### config.mk
export PLATFORM = sky130hd
export DESIGN_NAME = emb_bus_ctrl
export DESIGN_NICKNAME = d
export VERILOG_FILES = /design/src/rtl/emb_pkg.sv /design/src/rtl/emb_bus_ctrl.sv /design/src/rtl/emb_wait_timer.sv /design/src/rtl/emb_axil_regs.sv
export SDC_FILE = /design/constraint.sdc
export NUM_CORES = 1
export LEC_CHECK = 0
export BUFFER_PORTS_ARGS = -buffer_cell sky130_fd_sc_hd__clkbuf_2
export CAP_MARGIN = 5
export CORE_ASPECT_RATIO = 1.2
export CORE_MARGIN = 5
export CORE_UTILIZATION = 30
export CTS_BUF_LIST = sky130_fd_sc_hd__clkbuf_4
export DETAILED_ROUTE_END_ITERATION = 10
export GPL_ROUTABILITY_DRIVEN = 0
export HOLD_SLACK_MARGIN = 0.08
export SLEW_MARGIN = 20
export SYNTH_ARGS = -nofsm -noshare
export SYNTH_HDL_FRONTEND = slang
export SYNTH_SLANG_ARGS = --single-unit
### constraint.sdc
create_clock -name aclk -period 1.8 [get_ports aclk]
set_input_delay 0.18 -clock aclk [delete_from_list [all_inputs] [get_ports aclk]]
set_output_delay 0.18 -clock aclk [all_outputs]
set_load 0.02 [all_outputs]
### src/rtl/emb_pkg.sv
package emb_pkg;

  // ****************************************
  // register map
  // ****************************************
  localparam logic [7:0] CTRL_OFS   = 8'h00;
  localparam logic [7:0] STAT_OFS   = 8'h04;
  localparam logic [7:0] CTRL_RESET = 8'h00;
  localparam logic [7:0] CTRL_WMASK = 8'hb3;
  localparam int         BUS_DIS    = 7;
  localparam int         WAIT_HI    = 5;
  localparam int         WAIT_LO    = 4;
  localparam int         WM_HI      = 1;
  localparam int         WM_LO      = 0;

  // ****************************************
  // status fields
  // ****************************************
  localparam int STAT_BUSY   = 0;
  localparam int STAT_SINGLE = 1;
  localparam int STAT_DATA16 = 2;
  localparam int STAT_ADW_LO = 3;
  localparam int STAT_ADW_HI = 4;
  localparam int STAT_OWNED  = 5;

  // ****************************************
  // encodings and reset values
  // ****************************************
  localparam logic [1:0] WM_BSEL   = 2'h1;
  localparam logic [1:0] ADW_20    = 2'h3;
  localparam logic [1:0] ADW_16    = 2'h2;
  localparam logic [1:0] ADW_12    = 2'h1;
  localparam logic       BW_RESET  = 1'h1;
  localparam logic [1:0] ADW_RESET = 2'h3;
  localparam logic [19:0] MASK_20  = 20'hfffff;
  localparam logic [19:0] MASK_16  = 20'h0ffff;
  localparam logic [19:0] MASK_12  = 20'h00fff;
  localparam logic [19:0] MASK_8   = 20'h000ff;
  localparam logic [1:0] RESP_OKAY   = 2'h0;
  localparam logic [1:0] RESP_DECERR = 2'h3;

  // ****************************************
  // timing counts
  // ****************************************
  localparam int         TCY_CLKS  = 4;
  localparam logic [1:0] TAIL_CLKS = 2'h3;

  // wait field code to added cycles
  function automatic logic [1:0] emb_wait_tcy(input logic [1:0] code);
    return ~code;
  endfunction : emb_wait_tcy

  // lines claimed per address width
  function automatic logic [19:0] emb_line_mask(input logic [1:0] adw);
    case (adw)
      ADW_20:  return MASK_20;
      ADW_16:  return MASK_16;
      ADW_12:  return MASK_12;
      default: return MASK_8;
    endcase
  endfunction : emb_line_mask

endpackage : emb_pkg

### src/rtl/emb_bus_ctrl.sv
// Decided for this implementation: the register offsets and the AXI4-Lite register port.
`timescale 1ns/1ns
`default_nettype none
// Overview of operation
// - single-chip mode: control register writes ignored
// - disable bit clear: bus owns pins, ports suppressed
// - disable bit set: pins are ports except in bus cycles
// - control register resets to zero; bits 6, 3, 2 read zero
// - write configuration ignored with an 8-bit data bus
// - word write: even byte held, odd write drives word
// - byte select: byte on both halves, high strobe, one byte enable
// - wait field 11/10/01/00 adds 0/1/2/3 instruction cycles
// - wait cycles follow the operation's instruction cycle
// - data width bit: set 16 bits, clear 8 bits
// - address width field selects 20/16/12/8 lines, 10 is 16
// - unused high address lines are ports, disable bit ignored
// - widths fixed by configuration, not by software
// - narrow address with 16-bit data loses upper data bits
// - data shares low lines; lines 16 to 19 carry address only
// - byte address line is the address lsb, reaching 2 Mbyte
// - upper and lower byte enable outputs
// - 21-bit addressing in 8-bit mode and byte select mode
// - idle: lines released, strobes high, latch and lsb low
// - byte write: byte on both halves, strobe by pointer lsb
module emb_bus_ctrl #(
  parameter int TCY_CLKS = emb_pkg::TCY_CLKS
)
(
  // clock and reset
  input  wire logic        aclk,
  input  wire logic        aresetn,
  // axi4-lite write channels
  input  wire logic [7:0]  awaddr,
  input  wire logic        awvalid,
  output logic             awready,
  input  wire logic [31:0] wdata,
  input  wire logic [3:0]  wstrb,
  input  wire logic        wvalid,
  output logic             wready,
  output logic [1:0]       bresp,
  output logic             bvalid,
  input  wire logic        bready,
  // axi4-lite read channels
  input  wire logic [7:0]  araddr,
  input  wire logic        arvalid,
  output logic             arready,
  output logic [31:0]      rdata,
  output logic [1:0]       rresp,
  output logic             rvalid,
  input  wire logic        rready,
  // configuration and mode
  input  wire logic        data_width_cfg,
  input  wire logic [1:0]  address_width_cfg,
  input  wire logic        single_chip_mode,
  // table engine side
  input  wire logic        req_valid,
  output logic             req_ready,
  input  wire logic        req_write,
  input  wire logic [20:0] req_addr,
  input  wire logic [7:0]  req_wdata,
  output logic             rsp_valid,
  output logic [15:0]      rsp_rdata,
  // memory pins
  input  wire logic [15:0] ad_in,
  output logic [15:0]      ad_out,
  output logic [15:0]      ad_oe,
  output logic [3:0]       a_hi_out,
  output logic [3:0]       a_hi_oe,
  output logic             addr_latch_enable,
  output logic             output_enable_n,
  output logic             write_strobe_high_n,
  output logic             write_strobe_low_n,
  output logic             upper_byte_enable_n,
  output logic             lower_byte_enable_n,
  output logic             byte_address_lsb,
  output logic             chip_enable_n,
  // pin ownership
  output logic [19:0]      line_owned,
  output logic             ctrl_owned
);

  localparam int PW = $clog2(TCY_CLKS);
  localparam logic [PW-1:0] PH_END = PW'(TCY_CLKS - 1);

  typedef enum {
    ST_IDLE, ST_ADDR, ST_LATCH, ST_STROBE, ST_WAIT, ST_TAIL
  } emb_state_type;

  // ****************************************
  // declarations
  // ****************************************
  emb_state_type  state_reg;
  logic [7:0]     ctrl;
  logic [7:0]     status;
  logic           cfg_done_reg;
  logic           data16_reg;
  logic [1:0]     adw_reg;
  logic [15:0]    ad_meta_reg;
  logic [15:0]    ad_sync_reg;
  logic [PW-1:0]  phase_reg;
  logic           tcy_end;
  logic           fire;
  logic           op_write_reg;
  logic [20:0]    op_addr_reg;
  logic [7:0]     op_wdata_reg;
  logic [1:0]     op_wm_reg;
  logic [7:0]     hold_byte_reg;
  logic [1:0]     tail_reg;
  logic           wait_expired;
  logic           wait_last;
  logic [19:0]    addr_mask;
  logic [15:0]    data_mask;
  logic [19:0]    line_out_next;
  logic [19:0]    line_oe_next;
  logic           ale_next;
  logic           oe_n_next;
  logic           wrh_n_next;
  logic           wrl_n_next;
  logic           ub_n_next;
  logic           lb_n_next;
  logic           ba0_next;
  logic           ce_n_next;
  logic [19:0]    owned_next;
  logic           data_drive;
  logic [15:0]    wr_word;
  logic           wr_hi_sel;
  logic           wr_lo_sel;
  logic           ub_sel;
  logic           lb_sel;

  // ****************************************
  // register file
  // ****************************************
  emb_axil_regs u_regs (
    .aclk       (aclk),
    .aresetn    (aresetn),
    .awaddr     (awaddr),
    .awvalid    (awvalid),
    .awready    (awready),
    .wdata      (wdata),
    .wstrb      (wstrb),
    .wvalid     (wvalid),
    .wready     (wready),
    .bresp      (bresp),
    .bvalid     (bvalid),
    .bready     (bready),
    .araddr     (araddr),
    .arvalid    (arvalid),
    .arready    (arready),
    .rdata      (rdata),
    .rresp      (rresp),
    .rvalid     (rvalid),
    .rready     (rready),
    .write_lock (single_chip_mode),
    .status     (status),
    .ctrl       (ctrl)
  );

  // status word
  always_comb
  begin
    status = 8'h00;
    status[emb_pkg::STAT_BUSY]   = (state_reg != ST_IDLE);
    status[emb_pkg::STAT_SINGLE] = single_chip_mode;
    status[emb_pkg::STAT_DATA16] = data16_reg;
    status[emb_pkg::STAT_ADW_HI:emb_pkg::STAT_ADW_LO] = adw_reg;
    status[emb_pkg::STAT_OWNED]  = ctrl_owned;
  end

  // ****************************************
  // configuration capture
  // ****************************************
  // widths caught once after reset release
  always_ff @(posedge aclk)
  begin
    if (!aresetn)
    begin
      cfg_done_reg <= 1'b0;
      data16_reg   <= emb_pkg::BW_RESET;
      adw_reg      <= emb_pkg::ADW_RESET;
    end
    else if (!cfg_done_reg)
    begin
      cfg_done_reg <= 1'b1;
      data16_reg   <= data_width_cfg;
      adw_reg      <= address_width_cfg;
    end
  end

  assign addr_mask = emb_pkg::emb_line_mask(adw_reg);
  assign data_mask = data16_reg ? 16'hffff : 16'h00ff;

  // ****************************************
  // pin input synchroniser
  // ****************************************
  always_ff @(posedge aclk)
  begin
    if (!aresetn)
    begin
      ad_meta_reg <= 16'h0000;
      ad_sync_reg <= 16'h0000;
    end
    else
    begin
      ad_meta_reg <= ad_in;
      ad_sync_reg <= ad_meta_reg;
    end
  end

  // ****************************************
  // instruction cycle divider
  // ****************************************
  always_ff @(posedge aclk)
  begin
    if (!aresetn)
      phase_reg <= '0;
    else if (tcy_end)
      phase_reg <= '0;
    else
      phase_reg <= phase_reg + PW'(1);
  end

  assign tcy_end = (phase_reg == PH_END);

  // operations start on an instruction cycle edge
  assign req_ready = (state_reg == ST_IDLE) && tcy_end && cfg_done_reg
                     && !single_chip_mode;
  assign fire      = req_valid && req_ready;

  // ****************************************
  // operation capture
  // ****************************************
  always_ff @(posedge aclk)
  begin
    if (!aresetn)
    begin
      op_write_reg <= 1'b0;
      op_addr_reg  <= 21'h0;
      op_wdata_reg <= 8'h00;
      op_wm_reg    <= 2'h0;
    end
    else if (fire)
    begin
      op_write_reg <= req_write;
      op_addr_reg  <= req_addr;
      op_wdata_reg <= req_wdata;
      op_wm_reg    <= ctrl[emb_pkg::WM_HI:emb_pkg::WM_LO];
    end
  end

  // even word-write byte held for odd partner
  always_ff @(posedge aclk)
  begin
    if (!aresetn)
      hold_byte_reg <= 8'h00;
    else if (state_reg == ST_ADDR && op_write_reg && data16_reg
             && op_wm_reg[1] && !op_addr_reg[0])
      hold_byte_reg <= op_wdata_reg;
  end

  // ****************************************
  // wait states
  // ****************************************
  emb_wait_timer u_wait (
    .aclk      (aclk),
    .aresetn   (aresetn),
    .load      (fire),
    .wait_code (ctrl[emb_pkg::WAIT_HI:emb_pkg::WAIT_LO]),
    .tick      (state_reg == ST_WAIT && tcy_end),
    .expired   (wait_expired),
    .last      (wait_last)
  );

  // ****************************************
  // sequencer
  // ****************************************
  always_ff @(posedge aclk)
  begin
    if (!aresetn)
    begin
      state_reg <= ST_IDLE;
      tail_reg  <= 2'h0;
    end
    else
    begin
      case (state_reg)
        ST_IDLE:
          if (fire)
            state_reg <= ST_ADDR;
        ST_ADDR:
          state_reg <= ST_LATCH;
        ST_LATCH:
          state_reg <= ST_STROBE;
        ST_STROBE:
          if (tcy_end)
            state_reg <= wait_expired ? ST_TAIL : ST_WAIT;
        ST_WAIT:
          if (tcy_end && wait_last)
            state_reg <= ST_TAIL;
        ST_TAIL:
          if (tail_reg == emb_pkg::TAIL_CLKS - 2'h1)
            state_reg <= ST_IDLE;
        default:
          state_reg <= ST_IDLE;
      endcase
      tail_reg <= (state_reg == ST_TAIL) ? tail_reg + 2'h1 : 2'h0;
    end
  end

  // answer once strobe data has crossed the synchroniser
  always_ff @(posedge aclk)
  begin
    if (!aresetn)
    begin
      rsp_valid <= 1'b0;
      rsp_rdata <= 16'h0000;
    end
    else
    begin
      rsp_valid <= 1'b0;
      if (state_reg == ST_TAIL && tail_reg == emb_pkg::TAIL_CLKS - 2'h1)
      begin
        rsp_valid <= 1'b1;
        if (!op_write_reg)
          rsp_rdata <= ad_sync_reg & data_mask & addr_mask[15:0];
      end
    end
  end

  // ****************************************
  // write configuration decode
  // ****************************************
  always_comb
  begin
    data_drive = 1'b1;
    wr_word    = {op_wdata_reg, op_wdata_reg};
    wr_hi_sel  = 1'b0;
    wr_lo_sel  = 1'b0;
    ub_sel     = 1'b1;
    lb_sel     = 1'b1;
    if (!data16_reg)
    begin
      wr_word   = {8'h00, op_wdata_reg};
      wr_lo_sel = 1'b1;
      ub_sel    = 1'b0;
    end
    else if (op_wm_reg[1])
    begin
      data_drive = op_addr_reg[0];
      wr_word    = {op_wdata_reg, hold_byte_reg};
      wr_hi_sel  = op_addr_reg[0];
    end
    else if (op_wm_reg == emb_pkg::WM_BSEL)
    begin
      wr_hi_sel = 1'b1;
      ub_sel    = op_addr_reg[0];
      lb_sel    = !op_addr_reg[0];
    end
    else
    begin
      wr_hi_sel = op_addr_reg[0];
      wr_lo_sel = !op_addr_reg[0];
    end
  end

  // ****************************************
  // pin values
  // ****************************************
  always_comb
  begin
    line_out_next = 20'h0;
    line_oe_next  = 20'h0;
    ale_next      = 1'b0;
    oe_n_next     = 1'b1;
    wrh_n_next    = 1'b1;
    wrl_n_next    = 1'b1;
    ub_n_next     = 1'b1;
    lb_n_next     = 1'b1;
    ba0_next      = 1'b0;
    ce_n_next     = 1'b1;
    if (state_reg != ST_IDLE)
    begin
      ce_n_next     = 1'b0;
      ba0_next      = op_addr_reg[0];
      line_out_next = op_addr_reg[20:1];
      line_oe_next  = addr_mask;
      if (state_reg == ST_ADDR)
        ale_next = 1'b1;
      else if (state_reg != ST_LATCH)
      begin
        // data phase frees shared low lines
        line_oe_next[15:0] = addr_mask[15:0] & ~data_mask;
        if (state_reg != ST_TAIL)
        begin
          ub_n_next = !(ub_sel && data16_reg);
          lb_n_next = !lb_sel;
          if (!op_write_reg)
            oe_n_next = 1'b0;
          else
          begin
            wrh_n_next = !wr_hi_sel;
            wrl_n_next = !wr_lo_sel;
            if (data_drive)
            begin
              line_out_next[15:0] = (op_addr_reg[16:1] & ~data_mask)
                                    | (wr_word & data_mask);
              line_oe_next[15:0]  = addr_mask[15:0];
            end
          end
        end
      end
    end
  end

  // bus claims its lines unless in single-chip mode, or disabled and idle
  always_comb
  begin
    owned_next = addr_mask;
    if (single_chip_mode)
      owned_next = 20'h0;
    else if (ctrl[emb_pkg::BUS_DIS] && state_reg == ST_IDLE)
      owned_next = 20'h0;
  end

  // registered pin drivers
  always_ff @(posedge aclk)
  begin
    if (!aresetn)
    begin
      ad_out              <= 16'h0000;
      ad_oe               <= 16'h0000;
      a_hi_out            <= 4'h0;
      a_hi_oe             <= 4'h0;
      addr_latch_enable   <= 1'b0;
      output_enable_n     <= 1'b1;
      write_strobe_high_n <= 1'b1;
      write_strobe_low_n  <= 1'b1;
      upper_byte_enable_n <= 1'b1;
      lower_byte_enable_n <= 1'b1;
      byte_address_lsb    <= 1'b0;
      chip_enable_n       <= 1'b1;
      line_owned          <= 20'h00000;
      ctrl_owned          <= 1'b0;
    end
    else
    begin
      ad_out              <= line_out_next[15:0];
      ad_oe               <= line_oe_next[15:0];
      a_hi_out            <= line_out_next[19:16];
      a_hi_oe             <= line_oe_next[19:16];
      addr_latch_enable   <= ale_next;
      output_enable_n     <= oe_n_next;
      write_strobe_high_n <= wrh_n_next;
      write_strobe_low_n  <= wrl_n_next;
      upper_byte_enable_n <= ub_n_next;
      lower_byte_enable_n <= lb_n_next;
      byte_address_lsb    <= ba0_next;
      chip_enable_n       <= ce_n_next;
      line_owned          <= owned_next;
      ctrl_owned          <= (owned_next != 20'h00000);
    end
  end

endmodule : emb_bus_ctrl
`default_nettype wire

### src/rtl/emb_wait_timer.sv
`timescale 1ns/1ns
`default_nettype none
module emb_wait_timer
(
  // clock and reset
  input  wire logic       aclk,
  input  wire logic       aresetn,
  // control
  input  wire logic       load,
  input  wire logic [1:0] wait_code,
  input  wire logic       tick,
  // state
  output logic            expired,
  output logic            last
);

  logic [1:0] count_reg;

  // counts whole instruction cycles of wait
  always_ff @(posedge aclk)
  begin
    if (!aresetn)
      count_reg <= 2'h0;
    else if (load)
      count_reg <= emb_pkg::emb_wait_tcy(wait_code);
    else if (tick && count_reg != 2'h0)
      count_reg <= count_reg - 2'h1;
  end

  assign expired = (count_reg == 2'h0);
  assign last    = (count_reg == 2'h1);

endmodule : emb_wait_timer
`default_nettype wire

### src/rtl/emb_axil_regs.sv
`timescale 1ns/1ns
`default_nettype none
module emb_axil_regs
(
  // clock and reset
  input  wire logic        aclk,
  input  wire logic        aresetn,
  // write channels
  input  wire logic [7:0]  awaddr,
  input  wire logic        awvalid,
  output logic             awready,
  input  wire logic [31:0] wdata,
  input  wire logic [3:0]  wstrb,
  input  wire logic        wvalid,
  output logic             wready,
  output logic [1:0]       bresp,
  output logic             bvalid,
  input  wire logic        bready,
  // read channels
  input  wire logic [7:0]  araddr,
  input  wire logic        arvalid,
  output logic             arready,
  output logic [31:0]      rdata,
  output logic [1:0]       rresp,
  output logic             rvalid,
  input  wire logic        rready,
  // block side
  input  wire logic        write_lock,
  input  wire logic [7:0]  status,
  output logic [7:0]       ctrl
);

  logic       aw_got_reg;
  logic [7:0] aw_addr_reg;
  logic       w_got_reg;
  logic [7:0] w_data_reg;
  logic       w_strb_reg;
  logic       commit;

  assign awready = !aw_got_reg;
  assign wready  = !w_got_reg;
  assign arready = !rvalid;
  assign commit  = aw_got_reg && w_got_reg && !bvalid;

  // address and data taken in either order
  always_ff @(posedge aclk)
  begin
    if (!aresetn)
    begin
      aw_got_reg  <= 1'b0;
      aw_addr_reg <= 8'h00;
      w_got_reg   <= 1'b0;
      w_data_reg  <= 8'h00;
      w_strb_reg  <= 1'b0;
    end
    else
    begin
      if (awvalid && awready)
      begin
        aw_got_reg  <= 1'b1;
        aw_addr_reg <= awaddr;
      end
      else if (commit)
        aw_got_reg <= 1'b0;
      if (wvalid && wready)
      begin
        w_got_reg  <= 1'b1;
        w_data_reg <= wdata[7:0];
        w_strb_reg <= wstrb[0];
      end
      else if (commit)
        w_got_reg <= 1'b0;
    end
  end

  // control register, write response
  always_ff @(posedge aclk)
  begin
    if (!aresetn)
    begin
      ctrl   <= emb_pkg::CTRL_RESET;
      bvalid <= 1'b0;
      bresp  <= emb_pkg::RESP_OKAY;
    end
    else if (commit)
    begin
      bvalid <= 1'b1;
      bresp  <= emb_pkg::RESP_OKAY;
      if (aw_addr_reg == emb_pkg::CTRL_OFS)
      begin
        if (!write_lock && w_strb_reg)
          ctrl <= w_data_reg & emb_pkg::CTRL_WMASK;
      end
      else if (aw_addr_reg != emb_pkg::STAT_OFS)
        bresp <= emb_pkg::RESP_DECERR;
    end
    else if (bready)
      bvalid <= 1'b0;
  end

  // read answer a cycle after address
  always_ff @(posedge aclk)
  begin
    if (!aresetn)
    begin
      rvalid <= 1'b0;
      rdata  <= 32'h0;
      rresp  <= emb_pkg::RESP_OKAY;
    end
    else if (arvalid && arready)
    begin
      rvalid <= 1'b1;
      rresp  <= emb_pkg::RESP_OKAY;
      rdata  <= 32'h0;
      if (araddr == emb_pkg::CTRL_OFS)
        rdata[7:0] <= write_lock ? 8'h00 : ctrl;
      else if (araddr == emb_pkg::STAT_OFS)
        rdata[7:0] <= status;
      else
        rresp <= emb_pkg::RESP_DECERR;
    end
    else if (rready)
      rvalid <= 1'b0;
  end

endmodule : emb_axil_regs
`default_nettype wire

# == Word-level counts from Yosys, hierarchy flattened ==
# Cells that the tools add are included.
# Widths: inputs -> output; s select.
# totals
reg_bits,238
wordCells,188
input_bits,110
out_inout_bits,128
# classes
muxes,57
reduce_logical,51
n_addsub,3
n_bitwise,13
n_eq_ne,23
# ops
cell,n
$mux 16,12
$pmux 32 s6,1
$mux 32,4
$eq 32x2->1 const B,3
$and 16x16->16,5
$eq 32x3->1 const B,2
$eq 32x4->1 const B,2
$logic_not 32->1,2
$pmux 20 s3,1
$mux 20,2
$eq 32x1->1 const B,1
$ne 32x3->1 const B,1
$ne 32x4->1 const B,1
$reduce_bool 32->1,1
$mux 1,27
$mux 8,3
$logic_and 1x1->1,20
$reduce_bool 20->1,1
$logic_not 8->1,2
$not 16->16,1
$or 16x16->16,1
$mux 2,6
$reduce_bool 2->1,6
$logic_not 1->1,10
17 further kinds,32

# == Depth between registers and ports, before layout ==
# Gate-level depths: netlist of the first run.
# depth
depth_word,9
ltp_mapped,8
ltp_nobuf,6

# == By module ==
# From an unflattened synthesis of the first run, not the netlist that was laid out.
# hier_totals
hier_cells,726
hier_area_um2,6797.8
# by_module_without_submodules
module,area_per_inst_um2,seq_area_each_um2,cells_per_inst,n_inst
emb_bus_ctrl,5087.4,2742.6,534,1
emb_axil_regs,1579.0,660.6,178,1
emb_wait_timer,131.4,40.0,14,1

# == Worst setup path after synthesis of the first run ==
# OpenSTA, ideal clock, no wires.
# synth_path
path_kind,register -> register
from,register state_reg[0]
to,register ad_oe[7]
required_time_ns,1.678
path_slack_ns,0.290
arrival_time_ns,1.388
setup_ns,0.122
path_buffers,3
path_stages_with_launch,8
period_less_slack_ns,1.510
cell_sequence,dfxtp_1 > buf_6 > or3_1 > buf_2 > and2_1 > inv_2 > buf_6 > a21oi_1
# synth_via
elab_chain_len,4
elab_cells_between_ends,8
cone_classes,eq/ne (3); mux (3); reduce/logical (2)
# synth_lines
element,line_no,text
start: declaration,emb_bus_ctrl.sv:92,emb_state_type state_reg;
start signal: assignment,emb_bus_ctrl.sv:296,state_reg <= wait_expired ? ST_TAIL : ST_WAIT;
$ne 32x4->1,emb_bus_ctrl.sv:393,if (state_reg != ST_TAIL)
$mux 16,emb_bus_ctrl.sv:393,
$mux 16,emb_bus_ctrl.sv:389,else if (state_reg != ST_LATCH)
$mux 16,emb_bus_ctrl.sv:387,if (state_reg == ST_ADDR)
end signal: assignment,emb_bus_ctrl.sv:448,ad_oe <= line_oe_next[15:0];
end: declaration,emb_bus_ctrl.sv:66,"output logic [15:0] ad_oe,"
# Several ways; a longest one is shown, not always the timed one.
# A chain may end at the register's enable or synchronous reset.

# == Worst setup path after layout of the first run ==
# layout_path
from,register state_reg[0]
to,output port req_ready
# layout_via
elab_chain_len,4
# layout_lines
element,line_no,text
$logic_not 32->1,emb_bus_ctrl.sv:226,assign req_ready = (state_reg == ST_IDLE) && tcy_end && cfg_done_reg
$logic_and 1x1->1 (2 in series),emb_bus_ctrl.sv:226,
$logic_and 1x1->1,emb_bus_ctrl.sv:227,&& !single_chip_mode;
end: declaration,emb_bus_ctrl.sv:57,"output logic req_ready,"
# No other way between the ends.

==> out/results.txt, run 1 <==
Initial Utilization -> 0.3031
max FFs per register -> 21
Core Area -> 22,370 um2
vias in the first global route -> 5,361
share of cells above drive strength 1 -> 0.2694
Hold Crit Start -> req_valid
vias -> 5,403
TritonCTS Buffers -> 17
count of cell types in the netlist -> 56
top cells by area, synth -> dfxtp_1, buf_4, nand2_1, mux2i_1, a21boi_1
Post-synth EDFFs -> 0
post-synthesis compound-gate area fraction -> 0.1181
Highest Clock Rate -> 0.5761 GHz
clk_skew -> 0.02589 ns
slew margin rel. -> 0.6234
Syn Inst Count -> 713
Hold WC Path Type -> input pin to flip-flop
DR iter-0 viols -> 186
Overflow after GRT -> 0
Synth top cells by count -> dfxtp_1, nand2_1, buf_4, mux2i_1, and2_1
CP startpoint -> state_reg[0]$_SDFFE_PN0P_
Lkg Pwr -> 3.854 nW
WS Path Type -> flip-flop to primary output
Power Total -> 7.086 mW
Synth Area in XOR/XNOR -> 0.001292
largest net degree at the start of global routing -> 117
Tmin final -> 1.736 ns
Reg2Reg Depth -> 6
DRT antenna net count -> 0
Synth Area in Simple Gates -> 0.2098
post-route cell area -> 8793 um2
Critical Path RT -> 1.62 ns
Tot GR Track Use -> 0.1338
HPWL after DPL -> 11,860 um
Via density -> 4.378
TritonCTS clock tree -> done
Worst Path Arrival -> 1.56 ns
post-synthesis sequential area ratio -> 0.5049
largest family of logic cells by synthesized area -> simple AND/OR/NAND/NOR gates
most used standard cell by instance count after synthesis -> dfxtp_1
I/O pin cnt -> 238
Worst setup EP type -> primary output
share of the synthesized area in the top cell type -> 0.5049
first-pass GRT wire length -> 27,510 um
CP max FO -> 3
CP delay by family, top -> simple AND/OR/NAND/NOR gates
die width -> 147.2 um
Yosys top cell by area -> dfxtp_1
Synth Flop Type -> dfxtp_1
final wirelength -> 17,080 um
Finished Core Util -> 0.3931
status -> finished, final reports clean
FFs w/ async S/R, synth -> 0
PortBufs -> 182
initial antenna violation count -> 1
register bit total from synthesis -> 171
adder-cell area share of the yosys netlist -> 0.007381
Placed Area -> 7727 um2
H-Tree Depth -> 4
maxcap violations -> 0
clock transition at the registers of the reported paths -> 0.14 ns
final setup fails -> 0
Mean Syn Cell Area -> 9.509 um2
Bufs and invs on worst path -> 1
Die Ht -> 174.7 um
Final Max Tran Viols -> 0
Rows -> 60
mux contribution to synthesized area -> 0.05610
Layout fillers -> 2,248
critical path depth -> 3
Routed WL per cell -> 13.84 um
# nets final -> 1,055
Startpoint Class -> flip-flop
reg-to-reg critical path startpoint -> state_reg[0]$_SDFFE_PN0P_
final hold vios -> 0
Worst-Skew Late Latency -> 0.55 ns
Area Growth Syn to Fin -> 29.69%
Worst Hold Depth -> 4
Pre-antenna DRT Iters -> 4
Warnings, synthesis -> 0
worst-margin pin slew -> 0.5638 ns
multi-input logic area -> 2774 um2
Final period util -> 0.9643
# clock sinks -> 171
DRC -> 0
maximum root-to-sink buffer count -> 2
CTS root buffer -> clkbuf_4
Seq. cell area -> 3433 um2
critical path cell sequence -> nor4b_4 -> and3_4 -> buf_8
unrepaired setup endpoints after global routing -> true
mapped cell area -> 6780 um2
pwr dens -> 805.9 nW/um2
die area -> 25,720 um2
biggest cell delay along the critical path -> 0.38 ns
CP max stage cell -> dfxtp_4
Worst VDD drop -> 0.2866 mV
## layer usage
| metal | wire (um) | share of wire | global-route usage |
|---|---|---|---|
| met2 | 8697 | 0.51 | 0.2385 |
| met5 | 0 | 0 | 0 |
| met4 | 376 | 0.022 | 0.05128 |
| met3 | 697 | 0.041 | 0.02802 |
| met1 | 7311 | 0.43 | 0.1572 |
## layout make-up
type | count | share of cell area
sequential | 171 | 0.3904
multi-input combinational | 452 | 0.3155
timing repair buffer | 285 | 0.2180
tap | 279 | 0.03970
clock inverter | 15 | 0.01565
clock buffer | 17 | 0.01451
inverter | 14 | 0.005976
antenna | 1 | 0.0002846
## repair_timing
action | 4_1_cts | 5_1_grt
setup endpoints to repair | 1 | 4
resized for setup | 11 | 1
hold buffers | 73 | 0
pin swaps | 2 | 3
buffers inserted | 2 | 2
endpoints found under the hold margin | 88 | 0
## tightest hold or removal path, stage by stage
cell,delay [ns]
clkbuf_2,0.09
and4_1,0.25
nand2_1,0.10
a21boi_1,0.05
## power breakdown
group	switching (mW)	total, mW	internal, mW
combinational	0.531	0.970	0.439
clock	1.42	2.13	0.713
sequential	0.0769	3.98	3.91
total	2.03	7.09	5.06
## worst paths after layout
path	endpoint	slack, ns
setup / recovery	req_ready	0.06
hold / removal	op_wm_reg[1]$_SDFFE_PN0P_	0.17
setup reg to reg	line_owned[18]$_SDFF_PN0_	0.14
hold reg to reg	tail_reg[0]$_SDFF_PN0_	0.42
## placed cells by master, fill, tap and decap left out, drive strengths merged, types with 2 or more instances in the layout
cell	instances
a211oi	10
a21boi	54
a21o	3
a21oi	15
a221oi	3
and2	34
and3	11
and4	2
buf	32
clkbuf	197
clkinv	8
conb	25
dfxtp	171
dlygate4sd3	73
ha	4
inv	20
mux2i	38
nand2	110
nand2b	7
nand3	21
nand3b	3
nand4	5
nor2	26
nor2b	33
nor3	3
nor3b	4
nor4	2
o2111a	2
o2111ai	3
o211a	3
o21a	2
o21ai	12
or3	3
or4	2
## cell families (layout without fill, tap and decap cells)
logic type | Yosys count | in the layout
adder cells (fa/ha/maj) | 4 | 4
AO/OA/AOI/OAI | 112 | 112
AND/OR/NAND/NOR | 272 | 272
buffers and inverters | 114 | 331
flip-flops | 171 | 171
other | 1 | 26
multiplexers | 38 | 38
XOR/XNOR | 1 | 1
## per-stage QoR
stage | TNS, ns | setup slack, ns | cells | hold slack [ns]
floorplan | 0 | 0.2897 | 737 | 0.2077
global placement | 0 | 0.1471 | 1124 | 0.3878
detailed placement | 0 | 0.1322 | 1124 | 0.3907
CTS | -0.02602 | -0.02602 | 1231 | 0.1047
global route | -0.03835 | -0.03835 | 1234 | 0.1391
finish | 0 | 0.06432 | 1234 | 0.1660
Power figures use the tool's default switching activity.
==> run 2: changes to the inputs <==
--- a/config.mk
+++ b/config.mk
@@ -7,7 +7,6 @@
 export LEC_CHECK = 0
 export BUFFER_PORTS_ARGS = -buffer_cell sky130_fd_sc_hd__clkbuf_2
 export CAP_MARGIN = 5
-export CORE_ASPECT_RATIO = 1.2
 export CORE_MARGIN = 5
 export CORE_UTILIZATION = 30
 export CTS_BUF_LIST = sky130_fd_sc_hd__clkbuf_4
==> out/results.txt, run 2 (synthesis gave the netlist of run 1 again) <==
setup ws final -> 0.05426 ns
Worst setup EP type -> primary output
HPWL after DPL -> 12,020 um
clock share of power -> 0.279
DRT antenna net count -> 0
Power Total -> 6.858 mW
vias -> 5,356
Hold Path Sink -> u_regs.rdata[3]$_SDFFE_PN0P_
Overflow after GRT -> 0
share of cells above drive strength 1 -> 0.2684
Tmin final -> 1.746 ns
status -> finished, final reports clean
reg-to-reg critical path startpoint -> state_reg[1]$_SDFFE_PN0P_
commonest non-fill, non-tap cells in the layout -> clkbuf_2, dfxtp_1, nand2_1, dlygate4sd3_1, mux2i_1
# nets final -> 1,051
vias in the first global route -> 5,258
slew margin rel. -> 0.5907
DR iter-0 viols -> 180
post-placement cell count -> 1,127
Lkg Pwr -> 3.815 nW
worst-margin pin slew -> 0.6127 ns
Initial Utilization -> 0.3022
CTS root buffer -> clkbuf_4
Flop pwr share -> 0.580
max FFs per register -> 21
Place WS -> 0.06082 ns
Tot GR Track Use -> 0.1338
initial antenna violation count -> 2
Sw Share -> 0.2861
total negative slack -> 0 ns
Worst VDD drop -> 0.3036 mV
maximum root-to-sink buffer count -> 2
# clock sinks -> 171
Final period util -> 0.9699
TritonCTS Buffers -> 17
maxcap violations -> 0
first-pass GRT wire length -> 27,570 um
clock transition at the registers of the reported paths -> 0.14 ns
Pre-antenna DRT Iters -> 4
TritonCTS clock tree -> done
Worst-Skew Late Latency -> 0.55 ns
Area Growth Syn to Fin -> 28.84%
Startpoint Class -> flip-flop
pwr dens -> 785.0 nW/um2
Hold WS -> 0.1850 ns
H-Tree Depth -> 4
final hold vios -> 0
Hold Crit Start -> araddr[3]
Hold WC Path Type -> input pin to flip-flop
Die Ht -> 160.3 um
CP max FO -> 2
post-route cell area -> 8736 um2
Critical Path RT -> 1.62 ns
largest net degree at the start of global routing -> 64
Routed WL per cell -> 14.00 um
Highest Clock Rate -> 0.5728 GHz
final cell count without fillers -> 1,237
final setup fails -> 0
Worst Path Arrival -> 1.57 ns
PortBufs -> 182
clk_skew -> 0.01882 ns
final wirelength -> 17,320 um
WS Path Type -> flip-flop to primary output
Finished Core Util -> 0.3894
Internal -> 4.896 mW
R2R setup slack -> 0.12 ns
I/O pin cnt -> 238
die area -> 25,710 um2
Placed Area -> 7712 um2
die width -> 160.3 um
Reg2Reg Depth -> 6
unrepaired setup endpoints after global routing -> true
Rows -> 55
Core Area -> 22,430 um2
Final Max Tran Viols -> 0
Via density -> 4.330
commonest non-fill, non-tap cell in the layout -> clkbuf_2
sw power -> 1.962 mW
Comb pwr share -> 0.141
Worst R2R End -> hold_byte_reg[4]$_SDFFE_PN0P_
DRC -> 0
Worst Hold Depth -> 5
[run 2: changes by cell type in the layout (fill, tap and decap cells not counted), sizes merged]
cell      change
clkinv        +2
bufinv        -1
clkbuf        +2
inv           -4
diode         +1
buf           -5
clkinvlp      +2
[run 2: timing repair]
action,CTS,global route
pin swaps,2,1
setup endpoints to repair,1,1
endpoints found under the hold margin,81,0
hold buffers,73,0
resized for setup,11,0
buffers inserted,3,0
[run 2: area by class of cell]
| type | instances | area (um2) |
|---|---|---|
| Antenna cell | 2 | 5.005 |
| Timing Repair Buffer | 281 | 1886 |
| Multi-Input combinational cell | 452 | 2769 |
| Fill cell | 2312 | 13700 |
| Clock buffer | 18 | 135.1 |
| Inverter | 14 | 52.55 |
| Tap cell | 285 | 356.6 |
| Clock inverter | 14 | 97.59 |
| Sequential cell | 171 | 3435 |
[run 2: worst max-delay path by stage]
stage,from,to,cells after the start
3_5_place_dp,state_reg[1]$_SDFFE_PN0P_,ad_out[6]$_SDFF_PP0_,4
2_1_floorplan,state_reg[0]$_SDFFE_PN0P_,ad_oe[7]$_SDFF_PP0_,7
3_3_place_gp,state_reg[0]$_SDFFE_PN0P_,hold_byte_reg[3]$_SDFFE_PN0P_,5
5_1_grt,state_reg[1]$_SDFFE_PN0P_,req_ready,3
4_1_cts,state_reg[1]$_SDFFE_PN0P_,req_ready,3
6_report,state_reg[1]$_SDFFE_PN0P_,req_ready,3
[run 2: routing by layer]
metal	GRT usage	wire, um	vias to the layer above
met1	0.1696	7969	2471
met2	0.2202	8290	125
met4	0.04419	275	0
li1	-	-	2747
met3	0.03798	782	13
met5	0	0	-
[run 2: power by group through the flow]
stage / combinational, mW / clock [mW] / sequential, mW
3_5_place_dp: 0.798 / 0 / 4.08
5_1_grt: 1.05 / 2.20 / 4.00
4_1_cts: 0.971 / 2.03 / 3.98
3_3_place_gp: 0.791 / 0 / 4.08
6_report: 0.968 / 1.91 / 3.98
2_1_floorplan: 0.608 / 0 / 4.09
[run 2: worst max-delay path: stages (launching register included)]
cell	delay, ns
dfxtp_4	0.38
nor4b_4	0.29
and3_1	0.21
clkbuf_8	0.16
==> run 3: changes to the inputs <==
--- a/config.mk
+++ b/config.mk
@@ -8,11 +8,12 @@
 export BUFFER_PORTS_ARGS = -buffer_cell sky130_fd_sc_hd__clkbuf_2
 export CAP_MARGIN = 5
 export CORE_MARGIN = 5
-export CORE_UTILIZATION = 30
+export CORE_UTILIZATION = 45
 export CTS_BUF_LIST = sky130_fd_sc_hd__clkbuf_4
 export DETAILED_ROUTE_END_ITERATION = 10
 export GPL_ROUTABILITY_DRIVEN = 0
 export HOLD_SLACK_MARGIN = 0.08
+export PLACE_DENSITY = 0.73
 export SLEW_MARGIN = 20
 export SYNTH_ARGS = -nofsm -noshare
 export SYNTH_HDL_FRONTEND = slang
==> out/results.txt, run 3 (synthesis gave the netlist of run 1 again) <==
max FFs per register -> 21
Worst VDD drop -> 0.6619 mV
CP delay by family, top -> simple AND/OR/NAND/NOR gates
largest net degree at the start of global routing -> 57
Lkg Pwr -> 3.848 nW
DRC -> 0
PortBufs -> 182
critical path depth -> 3
CTS root buffer -> clkbuf_4
maximum root-to-sink buffer count -> 2
Worst setup EP type -> primary output
Tot GR Track Use -> 0.1854
WS Path Type -> flip-flop to primary output
Worst Path Arrival -> 1.54 ns
Layout fillers -> 1,233
biggest cell delay along the critical path -> 0.38 ns
commonest non-fill, non-tap cells in the layout -> clkbuf_2, dfxtp_1, nand2_1, dlygate4sd3_1, mux2i_1
share of cells above drive strength 1 -> 0.2623
worst setup path endpoint -> req_ready
Overflow after GRT -> 0
CP max stage cell -> dfxtp_4
die width -> 132.8 um
post-placement cell count -> 1,026
final hold vios -> 0
status -> finished, final reports clean
R2R setup slack -> 0.17 ns
CP startpoint -> state_reg[1]$_SDFFE_PN0P_
maxcap violations -> 0
Worst-Skew Late Latency -> 0.56 ns
Tmin final -> 1.716 ns
die area -> 17,620 um2
total negative slack -> 0 ns
Hold WC Path Type -> input pin to flip-flop
Initial Utilization -> 0.4630
Place WS -> 0.1173 ns
Core Area -> 14,640 um2
Worst R2R End -> hold_byte_reg[3]$_SDFFE_PN0P_
I/O pin cnt -> 238
TritonCTS Buffers -> 17
Reg2Reg Depth -> 5
Via density -> 4.769
slew margin rel. -> 0.6028
Routed WL per cell -> 14.44 um
clk_skew -> 0.02748 ns
DR iter-0 viols -> 267
Final Max Tran Viols -> 0
Critical Path RT -> 1.62 ns
DRT antenna net count -> 0
final wirelength -> 16,440 um
Startpoint Class -> flip-flop
Finished Core Util -> 0.5953
HPWL after DPL -> 10,790 um
vias -> 5,427
initial antenna violation count -> 1
pwr dens -> 833.9 nW/um2
worst-margin pin slew -> 0.5946 ns
Highest Clock Rate -> 0.5827 GHz
critical path cell sequence -> nor4b_4 -> and3_1 -> buf_6
first-pass GRT wire length -> 26,530 um
unrepaired setup endpoints after global routing -> true
commonest non-fill, non-tap cell in the layout -> clkbuf_2
setup ws final -> 0.08375 ns
Rows -> 44
vias in the first global route -> 5,444
Area Growth Syn to Fin -> 28.57%
Pre-antenna DRT Iters -> 4
TritonCTS clock tree -> done
reg-to-reg critical path startpoint -> op_wm_reg[1]$_SDFFE_PN0P_
Die Ht -> 132.8 um
clock transition at the registers of the reported paths -> 0.14 ns
CP max FO -> 3
final setup fails -> 0
Final period util -> 0.9535
# clock sinks -> 171
final cell count without fillers -> 1,138
H-Tree Depth -> 4
# nets final -> 1,055
Bufs and invs on worst path -> 1
-- run 3: cell count changes in the layout (fill, tap and decap cells not counted), moves of 2 or more --
| cell | before | now |
|---|---|---|
| dlygate4sd3_1 | 73 | 78 |
| bufinv_16 | 0 | 3 |
| buf_4 | 24 | 22 |
| dfxtp_2 | 3 | 1 |
| clkinv_2 | 6 | 2 |
| clkinv_4 | 4 | 1 |
| clkinv_1 | 0 | 2 |
| clkinvlp_4 | 2 | 4 |
-- run 3: worst reg2reg max path, delay by kind of cell, from the launching register on --
kind / cells / cell delay [ns]
flops: 1 / 0.52
mux: 1 / 0.15
buf+inv: 1 / 0.20
simple gates: 3 / 0.67
-- run 3: power by group --
part | switching (mW) | internal [mW] | total [mW]
registers | 0.0727 | 3.90 | 3.98
clock network | 1.35 | 0.962 | 2.31
logic | 0.536 | 0.444 | 0.981
total | 1.96 | 5.31 | 7.27
-- run 3: routing by layer --
metal,part of all wire,up-vias,track usage
met4,0.019,0,0.06236
met2,0.49,152,0.3196
met3,0.067,31,0.06302
met5,0,-,0
met1,0.42,2489,0.2159
li1,-,2755,-
-- run 3: cell type report --
cell class                      instances  area (um2)  share of cell area
Clock buffer                           17       127.6             0.01464
Antenna cell                            1       2.502           0.0002871
Tap cell                              184       230.2             0.02641
Multi-Input combinational cell        452        2759              0.3165
Sequential cell                       171        3436              0.3941
Inverter                               14       53.80            0.006172
Clock inverter                         14       170.2             0.01952
Timing Repair Buffer                  285        1938              0.2223
-- run 3: worst min-delay path by stage --
| stage | from | end | slack [ns] | cells past startpoint |
|---|---|---|---|---|
| floorplan | aresetn | cfg_done_reg$_DFF_P_ | 0.21 | 0 |
| detailed placement | ad_in[1] | ad_meta_reg[1]$_SDFF_PN0_ | 0.39 | 2 |
| global placement | ad_in[0] | ad_meta_reg[0]$_SDFF_PN0_ | 0.39 | 2 |
| global route | araddr[1] | u_regs.rdata[2]$_SDFFE_PN0P_ | 0.14 | 5 |
| finish | araddr[3] | u_regs.rdata[1]$_SDFFE_PN0P_ | 0.16 | 5 |
| CTS | araddr[5] | u_regs.rdata[2]$_SDFFE_PN0P_ | 0.04 | 5 |
-- run 3: what timing repair did --
| item | CTS | global route |
|---|---|---|
| setup endpoints to repair | 1 | 4 |
| resized for setup | 8 | 5 |
| pin swaps | 0 | 3 |
| endpoints found under the hold margin | 84 | 4 |
| hold buffers | 78 | 1 |
| setup buffers | 2 | 0 |
-- run 3: metrics by stage --
stage | area, um2 | total power [mW] | hold WS [ns]
floorplan | 6870 | 4.693 | 0.2077
global placement | 7599 | 4.866 | 0.3858
detailed placement | 7599 | 4.877 | 0.3902
CTS | 8707 | 7.305 | 0.04084
global route | 8717 | 7.596 | 0.1365
finish | 8717 | 7.269 | 0.1642
